### config.mk
export PLATFORM = sky130hd
export DESIGN_NAME = era_status
export DESIGN_NICKNAME = d
export VERILOG_FILES = /design/src/design/era_pkg.sv /design/src/design/era_status.sv
export VERILOG_INCLUDE_DIRS = /design/src /design/src/design
export SDC_FILE = /design/constraint.sdc
export NUM_CORES = 1
export LEC_CHECK = 0
export BUFFER_PORTS_ARGS = -buffer_cell sky130_fd_sc_hd__buf_2
export CORE_MARGIN = 10
export CORE_UTILIZATION = 30
export DETAILED_ROUTE_END_ITERATION = 8
export GPL_ROUTABILITY_DRIVEN = 1
export PLACE_DENSITY_LB_ADDON = 0.3
export SLEW_MARGIN = 30
export SYNTH_ARGS = -nofsm -noshare
export SYNTH_HDL_FRONTEND = slang
export SYNTH_SLANG_ARGS = --single-unit
### constraint.sdc
create_clock -name mclk -period 2.2 [get_ports mclk]
set_input_delay 0.66 -clock mclk [delete_from_list [all_inputs] [get_ports mclk]]
set_output_delay 0.66 -clock mclk [all_outputs]
set_load 0.02 [all_outputs]
### src/design/era_map.svh
// Purpose: Register map, field positions and timing constants for the E1 receive
//          alignment status block.
// Assumes: 100 MHz mclk, 32-bit AXI4-Lite register access.
// Notes:   Register offsets below are word indexes; byte address is four times the index.
`ifndef ERA_MAP_SVH
`define ERA_MAP_SVH
`define ERA_IDX_SYNC        8'h10
`define ERA_IDX_FAS         8'h11
`define ERA_IDX_TIMER       8'h12
`define ERA_IDX_NFAS        8'h13
`define ERA_BIT_FAS_LOST    7
`define ERA_BIT_MF_LOST     6
`define ERA_BIT_CRC_LOST    5
`define ERA_BIT_EBIT1       4
`define ERA_BIT_EBIT2       3
`define ERA_BIT_REFRAME     2
`define ERA_BIT_RED         1
`define ERA_BIT_IWK         0
`define ERA_BIT_HALF        7
`define ERA_BIT_ONE         6
`define ERA_BIT_T1          5
`define ERA_BIT_T2          4
`define ERA_BIT_T400        3
`define ERA_BIT_T8          2
`define ERA_BIT_MS          1
`define ERA_BIT_KLV         0
`define ERA_CLK_NS          10
`define ERA_MS_NS           1000000
`define ERA_TMO_REFRAME_MS  8
`define ERA_TMO_RED_MS      100
`define ERA_TMO_T1_MS       100
`define ERA_TMO_T2_MS       10
`define ERA_TMO_LONG_MS     400
`define ERA_TMO_SHORT_MS    8
`define ERA_TMO_KLV_MS      100
`define ERA_HALF_SEC_MS     500
`define ERA_FAS_PATTERN     7'h1B
`define ERA_RESP_OKAY       2'h0
`define ERA_RESP_SLVERR     2'h2
`endif

### src/design/era_pkg.sv
// Purpose: Types for the E1 receive alignment status block.
// Assumes: None.
// Notes:   Carriers for framer events and the register bus.
package era_pkg;
	typedef struct packed {
		logic       fas_lost;
		logic       mf_lost;
		logic       crc_lost;
		logic       crc_sync_pulse;
		logic       mframe_end;
		logic [1:0] ebits;
		logic       nonnormal;
		logic       ais;
		logic       iwk_crc;
	} era_line_t;
	typedef struct packed {
		logic       fas_valid;
		logic       nfas_valid;
		logic [7:0] ts0_byte;
	} era_ts0_t;
	typedef enum logic [1:0] {ERA_RD_IDLE, ERA_RD_RESP} era_rd_state_t;
	typedef enum logic [1:0] {ERA_WR_IDLE, ERA_WR_RESP} era_wr_state_t;
endpackage

### src/design/era_status.sv
// Purpose: E1 receive alignment status, capture bytes and supervision timers.
// Assumes: Framer core supplies alignment levels and per-frame strobes on mclk.
// Notes:   Registers read over AXI4-Lite; writes are answered but ignored.
`timescale 1ns/1ns
`include "era_map.svh"
module era_status
	import era_pkg::*;
#(
	parameter int MS_CYCLES = `ERA_MS_NS / `ERA_CLK_NS
)(
	input  wire logic        mclk,
	input  wire logic        rst,
	input  wire era_line_t   line_in,
	input  wire era_ts0_t    ts0_in,
	input  wire logic        maint_opt,
	input  wire logic        auto_iwk,
	output logic             force_reframe,
	input  wire logic [31:0] s_axi_awaddr,
	input  wire logic        s_axi_awvalid,
	output logic             s_axi_awready,
	input  wire logic [31:0] s_axi_wdata,
	input  wire logic [3:0]  s_axi_wstrb,
	input  wire logic        s_axi_wvalid,
	output logic             s_axi_wready,
	output logic [1:0]       s_axi_bresp,
	output logic             s_axi_bvalid,
	input  wire logic        s_axi_bready,
	input  wire logic [31:0] s_axi_araddr,
	input  wire logic        s_axi_arvalid,
	output logic             s_axi_arready,
	output logic [31:0]      s_axi_rdata,
	output logic [1:0]       s_axi_rresp,
	output logic             s_axi_rvalid,
	input  wire logic        s_axi_rready
);
	//--------------------------------------------------------------
	// Millisecond tick
	//--------------------------------------------------------------
	logic [31:0] ms_cnt_reg;
	logic        ms_tick;
	logic [1:0]  ebit_reg;
	logic        prev_crc_lost_reg;
	logic        ms_resync;
	assign ms_tick   = (ms_cnt_reg == 32'(MS_CYCLES - 1));
	assign ms_resync = !line_in.crc_lost && line_in.crc_sync_pulse;
	always_ff @(posedge mclk) begin
		if (rst || ms_tick || ms_resync) begin
			ms_cnt_reg <= '0;
		end else begin
			ms_cnt_reg <= ms_cnt_reg + 32'h1;
		end
	end

	//--------------------------------------------------------------
	// Persistence counters in milliseconds
	//--------------------------------------------------------------
	logic [9:0] red_ms_reg;
	logic [9:0] t1_ms_reg;
	logic [9:0] t2_ms_reg;
	logic [9:0] klv_ms_reg;
	logic [9:0] rf_ms_reg;
	logic       red_reg;
	logic       t1_reg;
	logic       t2_reg;
	logic       klv_reg;
	logic       reframe_reg;
	logic       rf_armed_reg;
	logic       t2_rise;

	function automatic logic [9:0] persist(input logic cond, input logic [9:0] cnt,
		input logic [9:0] lim);
		if (!cond) begin
			persist = '0;
		end else if (ms_tick && cnt < lim) begin
			persist = cnt + 10'h1;
		end else begin
			persist = cnt;
		end
	endfunction

	always_ff @(posedge mclk) begin
		if (rst) begin
			red_ms_reg <= '0;
			red_reg    <= 1'b0;
		end else begin
			red_ms_reg <= persist(line_in.fas_lost, red_ms_reg, 10'(`ERA_TMO_RED_MS));
			red_reg    <= line_in.fas_lost && (red_ms_reg >= 10'(`ERA_TMO_RED_MS));
		end
	end

	assign t2_rise = !t2_reg && !line_in.nonnormal && !line_in.fas_lost &&
		(t2_ms_reg >= 10'(`ERA_TMO_T2_MS));
	always_ff @(posedge mclk) begin
		if (rst) begin
			t1_ms_reg <= '0;
			t1_reg    <= 1'b0;
		end else begin
			t1_ms_reg <= persist(line_in.nonnormal, t1_ms_reg, 10'(`ERA_TMO_T1_MS));
			if (t2_rise) begin
				t1_reg <= 1'b0;
			end else if (line_in.nonnormal && t1_ms_reg >= 10'(`ERA_TMO_T1_MS)) begin
				t1_reg <= 1'b1;
			end
		end
	end

	always_ff @(posedge mclk) begin
		if (rst) begin
			t2_ms_reg <= '0;
			t2_reg    <= 1'b0;
		end else begin
			t2_ms_reg <= persist(!line_in.nonnormal && !line_in.fas_lost, t2_ms_reg,
				10'(`ERA_TMO_T2_MS));
			if (line_in.nonnormal) begin
				t2_reg <= 1'b0;
			end else if (t2_rise) begin
				t2_reg <= 1'b1;
			end
		end
	end

	always_ff @(posedge mclk) begin
		if (rst) begin
			klv_ms_reg <= '0;
			klv_reg    <= 1'b0;
		end else begin
			klv_ms_reg <= persist(line_in.ais, klv_ms_reg, 10'(`ERA_TMO_KLV_MS));
			klv_reg    <= line_in.ais && (klv_ms_reg >= 10'(`ERA_TMO_KLV_MS));
		end
	end

	// Reframe search window opens when basic sync is gained
	always_ff @(posedge mclk) begin
		if (rst || line_in.fas_lost) begin
			rf_ms_reg    <= '0;
			rf_armed_reg <= 1'b1;
			reframe_reg  <= 1'b0;
		end else if (!line_in.crc_lost) begin
			rf_armed_reg <= 1'b0;
			reframe_reg  <= 1'b0;
		end else if (rf_armed_reg) begin
			rf_ms_reg <= persist(1'b1, rf_ms_reg, 10'(`ERA_TMO_REFRAME_MS));
			if (rf_ms_reg >= 10'(`ERA_TMO_REFRAME_MS)) begin
				reframe_reg  <= 1'b1;
				rf_armed_reg <= 1'b0;
			end
		end
	end
	assign force_reframe = reframe_reg && maint_opt && !auto_iwk;

	//--------------------------------------------------------------
	// Toggle timers
	//--------------------------------------------------------------
	logic [9:0] half_ms_reg;
	logic [9:0] long_ms_reg;
	logic [3:0] short_ms_reg;
	logic       half_reg;
	logic       one_reg;
	logic       t400_reg;
	logic       t8_reg;
	logic       ms_tog_reg;
	always_ff @(posedge mclk) begin
		if (rst) begin
			half_ms_reg <= '0;
			half_reg    <= 1'b0;
			one_reg     <= 1'b0;
		end else if (ms_tick) begin
			if (half_ms_reg == 10'(`ERA_HALF_SEC_MS - 1)) begin
				half_ms_reg <= '0;
				half_reg    <= !half_reg;
				if (half_reg) begin
					one_reg <= !one_reg;
				end
			end else begin
				half_ms_reg <= half_ms_reg + 10'h1;
			end
		end
	end

	// CRC-4 alignment timers restart when CRC-4 alignment is lost
	always_ff @(posedge mclk) begin
		prev_crc_lost_reg <= rst ? 1'b1 : line_in.crc_lost;
		if (rst) begin
			long_ms_reg  <= '0;
			short_ms_reg <= '0;
			t400_reg     <= 1'b0;
			t8_reg       <= 1'b0;
			ms_tog_reg   <= 1'b0;
		end else begin
			if (ms_tick || ms_resync) begin
				ms_tog_reg <= !ms_tog_reg;
			end
			if (line_in.crc_lost && !prev_crc_lost_reg) begin
				long_ms_reg  <= '0;
				short_ms_reg <= '0;
			end else if (ms_tick) begin
				if (long_ms_reg == 10'(`ERA_TMO_LONG_MS - 1)) begin
					long_ms_reg <= '0;
					t400_reg    <= !t400_reg;
				end else begin
					long_ms_reg <= long_ms_reg + 10'h1;
				end
				if (short_ms_reg == 4'(`ERA_TMO_SHORT_MS - 1)) begin
					short_ms_reg <= '0;
					t8_reg       <= !t8_reg;
				end else begin
					short_ms_reg <= short_ms_reg + 4'h1;
				end
			end
		end
	end

	//--------------------------------------------------------------
	// Time slot 0 capture
	//--------------------------------------------------------------
	logic [7:0] fas_reg;
	logic [7:0] nfas_reg;
	always_ff @(posedge mclk) begin
		if (rst) begin
			fas_reg  <= '0;
			nfas_reg <= '0;
			ebit_reg <= '0;
		end else begin
			if (ts0_in.fas_valid) begin
				fas_reg <= ts0_in.ts0_byte;
			end
			if (ts0_in.nfas_valid) begin
				nfas_reg <= ts0_in.ts0_byte;
			end
			if (line_in.mframe_end) begin
				ebit_reg <= line_in.ebits;
			end
		end
	end

	//--------------------------------------------------------------
	// Register views
	//--------------------------------------------------------------
	logic [7:0] sync_view;
	logic [7:0] timer_view;
	always_comb begin
		sync_view                    = '0;
		sync_view[`ERA_BIT_FAS_LOST] = line_in.fas_lost;
		sync_view[`ERA_BIT_MF_LOST]  = line_in.mf_lost;
		sync_view[`ERA_BIT_CRC_LOST] = line_in.crc_lost;
		sync_view[`ERA_BIT_EBIT1]    = ebit_reg[1];
		sync_view[`ERA_BIT_EBIT2]    = ebit_reg[0];
		sync_view[`ERA_BIT_REFRAME]  = reframe_reg;
		sync_view[`ERA_BIT_RED]      = red_reg;
		sync_view[`ERA_BIT_IWK]      = line_in.iwk_crc;
		timer_view                   = '0;
		timer_view[`ERA_BIT_HALF]    = half_reg;
		timer_view[`ERA_BIT_ONE]     = one_reg;
		timer_view[`ERA_BIT_T1]      = t1_reg;
		timer_view[`ERA_BIT_T2]      = t2_reg;
		timer_view[`ERA_BIT_T400]    = t400_reg;
		timer_view[`ERA_BIT_T8]      = t8_reg;
		timer_view[`ERA_BIT_MS]      = ms_tog_reg;
		timer_view[`ERA_BIT_KLV]     = klv_reg;
	end

	function automatic logic [8:0] reg_lookup(input logic [31:0] addr, input logic [7:0] sv,
		input logic [7:0] fv, input logic [7:0] tv, input logic [7:0] nv);
		reg_lookup = {1'b0, 8'h00};
		if (addr[1:0] == 2'h0 && addr[31:10] == '0) begin
			unique case (addr[9:2])
				`ERA_IDX_SYNC:  reg_lookup = {1'b1, sv};
				`ERA_IDX_FAS:   reg_lookup = {1'b1, fv};
				`ERA_IDX_TIMER: reg_lookup = {1'b1, tv};
				`ERA_IDX_NFAS:  reg_lookup = {1'b1, nv};
				default:        reg_lookup = {1'b0, 8'h00};
			endcase
		end
	endfunction

	//--------------------------------------------------------------
	// AXI4-Lite read channel
	//--------------------------------------------------------------
	era_rd_state_t rd_state_reg;
	logic [8:0]    rd_hit;
	assign rd_hit        = reg_lookup(s_axi_araddr, sync_view, fas_reg, timer_view, nfas_reg);
	assign s_axi_arready = (rd_state_reg == ERA_RD_IDLE);
	assign s_axi_rvalid  = (rd_state_reg == ERA_RD_RESP);
	always_ff @(posedge mclk) begin
		if (rst) begin
			rd_state_reg <= ERA_RD_IDLE;
			s_axi_rdata  <= '0;
			s_axi_rresp  <= `ERA_RESP_OKAY;
		end else begin
			unique case (rd_state_reg)
				ERA_RD_IDLE: begin
					if (s_axi_arvalid) begin
						rd_state_reg <= ERA_RD_RESP;
						s_axi_rdata  <= {24'h000000, rd_hit[7:0]};
						s_axi_rresp  <= rd_hit[8] ? `ERA_RESP_OKAY : `ERA_RESP_SLVERR;
					end
				end
				ERA_RD_RESP: begin
					if (s_axi_rready) begin
						rd_state_reg <= ERA_RD_IDLE;
					end
				end
				default: rd_state_reg <= ERA_RD_IDLE;
			endcase
		end
	end

	//--------------------------------------------------------------
	// AXI4-Lite write channel, writes discarded
	//--------------------------------------------------------------
	era_wr_state_t wr_state_reg;
	logic          aw_seen_reg;
	logic          w_seen_reg;
	logic          aw_ok_reg;
	logic          aw_ok_now;
	assign aw_ok_now     = reg_lookup(s_axi_awaddr, 8'h00, 8'h00, 8'h00, 8'h00) >> 8 != 9'h0;
	assign s_axi_awready = (wr_state_reg == ERA_WR_IDLE) && !aw_seen_reg;
	assign s_axi_wready  = (wr_state_reg == ERA_WR_IDLE) && !w_seen_reg;
	assign s_axi_bvalid  = (wr_state_reg == ERA_WR_RESP);
	always_ff @(posedge mclk) begin
		if (rst) begin
			wr_state_reg <= ERA_WR_IDLE;
			aw_seen_reg  <= 1'b0;
			w_seen_reg   <= 1'b0;
			aw_ok_reg    <= 1'b0;
			s_axi_bresp  <= `ERA_RESP_OKAY;
		end else begin
			unique case (wr_state_reg)
				ERA_WR_IDLE: begin
					if (s_axi_awvalid && s_axi_awready) begin
						aw_seen_reg <= 1'b1;
						aw_ok_reg   <= aw_ok_now;
					end
					if (s_axi_wvalid && s_axi_wready) begin
						w_seen_reg <= 1'b1;
					end
					if ((aw_seen_reg || s_axi_awvalid) && (w_seen_reg || s_axi_wvalid)) begin
						wr_state_reg <= ERA_WR_RESP;
						aw_seen_reg  <= 1'b0;
						w_seen_reg   <= 1'b0;
						// Read-only map: a mapped write is acknowledged and dropped
						s_axi_bresp  <= (aw_seen_reg ? aw_ok_reg : aw_ok_now) ?
							`ERA_RESP_OKAY : `ERA_RESP_SLVERR;
					end
				end
				ERA_WR_RESP: begin
					if (s_axi_bready) begin
						wr_state_reg <= ERA_WR_IDLE;
					end
				end
				default: wr_state_reg <= ERA_WR_IDLE;
			endcase
		end
	end
endmodule

==> results.sh <==
export IMPL_status="finished clean"
export IMPL_cts_setup_buffers=0
export IMPL_critPathKind="reg -> reg"
export IMPL_synth_cell_type_count=51
export IMPL_grt_max_degree=33
export IMPL_max_freq_mhz=491
export IMPL_period_minus_slack_ns=2.03
export IMPL_finalWeightedCongestion=0.765
export IMPL_antenna_found_initial=0
export IMPL_dp_hpwl_um=12500
export IMPL_vias=5808
export IMPL_numCtsBuffers=17
export IMPL_finalMaxSlewViolations=0
export IMPL_synth_edf_count=0
export IMPL_design_core_area_um2=22700
export IMPL_first_global_vias=5378
export IMPL_path_cells="nor4_2, nand4_1, or4_1, or3_1, a21oi_1"
export IMPL_required_ns=2.56
export IMPL_largest_register_ffs=32
export IMPL_ir_drop_mv=0.358
export IMPL_drc=0
export IMPL_port_buffers=106
export IMPL_met2_usage_pct=17.2
export IMPL_yosys_area_top_type="dfxtp_1"
export IMPL_final_hold_viol_count=0
export IMPL_vias_per_cell=4.74
export IMPL_yosys_top_cells_area="dfxtp_1 44%, xnor2_1 5.8%, nor2_1 5.6%"
export IMPL_detail_route_wl_per_cell_um=13.7
export IMPL_grtUsageMet3_pct=2.99
export IMPL_initial_core_util_pct=30.5
export IMPL_drt_iter0_drc=314
export IMPL_power_density_nw_per_um2=700
export IMPL_worstSkewPairLatency_ns=0.43
export IMPL_tightest_slew_ns=0.543
export IMPL_area_growth_pct=23.4
export IMPL_cts_root_buf="clkbuf_16"
export IMPL_fin_area_um2=8560
export IMPL_crit_path_end_kind="flip-flop"
export IMPL_finalCritPeriodShare_pct=92.5
export IMPL_htree_levels=4
export IMPL_grt_setup_unrepaired="no"
export IMPL_synth_seq_cells=151
export IMPL_worstPathMaxFanout=4
export IMPL_grt_busiest_layer="met2"
export IMPL_async_reset_ff_share_pct=0
export IMPL_clock_path_buffers=2
export IMPL_p_leak_nw=3.30
export IMPL_synthSimpleGateAreaFrac_pct=28.1
export IMPL_pin_count=171
export IMPL_first_pass_iters=4
export IMPL_max_slew_margin_pct=62.9
export IMPL_fp_row_count=55
export IMPL_grt_use_total_pct=11.0
export IMPL_drv_cap=0
export IMPL_synth_xor_xnor_area_share_pct=7.32
export IMPL_start_kind="flip-flop"
export IMPL_fp_dieW_um=172
export IMPL_met1_usage_pct=14.3
export IMPL_overflow=0
export IMPL_min_path_type="reg -> reg"
export IMPL_ant_nets=0
export IMPL_fin_setup_tns_ns=0
export IMPL_placed_area_um2=7970
export IMPL_dieArea_um2=29600
export IMPL_layout_nets=1071
export IMPL_path_clk_slew_ns=0.07
export IMPL_slowest_stage="or4_1"
export IMPL_synth_warnings=0
export IMPL_die_h_um=172
export IMPL_postRouteWirelength_um=16800
export IMPL_cpPeakStageDelay_ns=0.55
export IMPL_syn_inst=786
export IMPL_antennaDiodeCount=0
export IMPL_synth_area_um2=6940
export IMPL_synth_seq_area_share_pct=43.6
export IMPL_synth_top_family_by_area="simple AND/OR/NAND/NOR gates"
export IMPL_cts_tree="built"
export IMPL_synth_main_ff_cell="dfxtp_1"
export IMPL_synth_top_area_share_pct=43.6
export IMPL_drive_above_1_share_pct=22.0
export IMPL_crit_arrival_ns=2.40
export IMPL_grt_pass1_wl_um=26600
export IMPL_setup_violations_final=0
export IMPL_synth_compound_area_share_pct=6.46
export IMPL_synth_area_mux_share_pct=5.34
export IMPL_synthAdderAreaFrac_pct=2.53
export IMPL_post_synth_cell_area_avg_um2=8.82
export IMPL_clkSinkCount=151
export IMPL_fin_skew_ns=0.00937
[cell usage after synthesis (14+ instances only)]
master and instances:
nor4_1 47, nand3_1 24, inv_1 33, buf_4 26
nand4_1 25, xnor2_1 46, o21ai_0 22, nor3_1 21
a21oi_1 34, ha_1 14, mux2i_1 19, and2_1 24
dfxtp_1 151, nand2_1 49, clkbuf_1 22, nor2_1 104
[layout by cell type (no fill, tap or decap), drive strengths merged, types with 9 or more instances in the layout]
cell type  Yosys  routed
nand4         25      25
and2          24      24
inv           33      44
conb           1      26
ha            14      14
and3          10      10
nor3          21      21
and4           9       9
dfxtp        151     151
or3           10      10
buf           34     155
nor4          49      49
nand3         24      24
nor2b         13      13
or4           10      10
xor2          12      12
o21ai         22      22
nor2         104     104
nand2         49      49
xnor2         46      46
mux2i         19      19
clkbuf        23      17
a21oi         34      34
[metal layers]
layer	routed length [µm]	up-vias
li1	-	2994
met1	7980	2675
met2	7570	126
met3	999	13
met4	206	0
met5	0	-
[worst paths after layout]
kind | end | cells after the start | slack (ns) | start
worst min register to register | ms_cnt_reg[0] | 1 | 0.45 | ms_cnt_reg[0]
worst min-delay path | ms_cnt_reg[0] | 1 | 0.45 | ms_cnt_reg[0]
worst max-delay path | half_ms_reg[8] | 5 | 0.17 | ms_cnt_reg[18]
worst max register to register | half_ms_reg[8] | 5 | 0.17 | ms_cnt_reg[18]
[logic make-up (layout without fill, tap and decap cells)]
kind of cell,count (synthesis),in the layout
simple gates,368,368
flops,151,151
buf+inv,90,220
compound gates,77,77
xor+xnor,58,58
mux,27,27
fa+ha+maj,14,14
other cells,1,26
[power breakdown]
group | internal, mW | leakage, nW | switching [mW] | total, mW
Sequential | 2.77 | 1.22 | 0.0221 | 2.79
Clock | 1.52 | 0.285 | 1.33 | 2.85
Combinational | 0.149 | 1.79 | 0.206 | 0.355
[layout make-up]
cell class / instances / area, µm²
clock inverter: 15 / 151
tap: 285 / 357
inverter: 33 / 124
fill: 2326 / 14200
clock buffer: 17 / 425
sequential: 151 / 3020
timing repair buffer: 155 / 911
multi-input combinational: 570 / 3570
[critical path: cells and delay by family, from the launching register on]
family           cells  cell delay (ns)
AO/OA/AOI/OAI        1             0.14
flip-flops           1             0.35
AND/OR/NAND/NOR      4             1.49
[through the flow]
step	hold slack [ns]	util [%]	worst slack, ns	instances	power, mW
global route	0.469	37.7	0.0205	1226	6.23
detailed placement	0.439	35.1	0.00553	1194	3.21
global placement	0.434	35.1	0.0266	1194	3.20
finish	0.447	37.7	0.165	1226	5.99
CTS	0.453	37.6	0.0623	1226	6.07
floorplan	0.418	-	0.220	811	3.09
[repair_timing]
item,in CTS,in global routing
endpoints found under the setup margin,0,10
hold buffers,0,0
resized for setup,0,4
No activity file was read; power rests on OpenSTA's default activity.
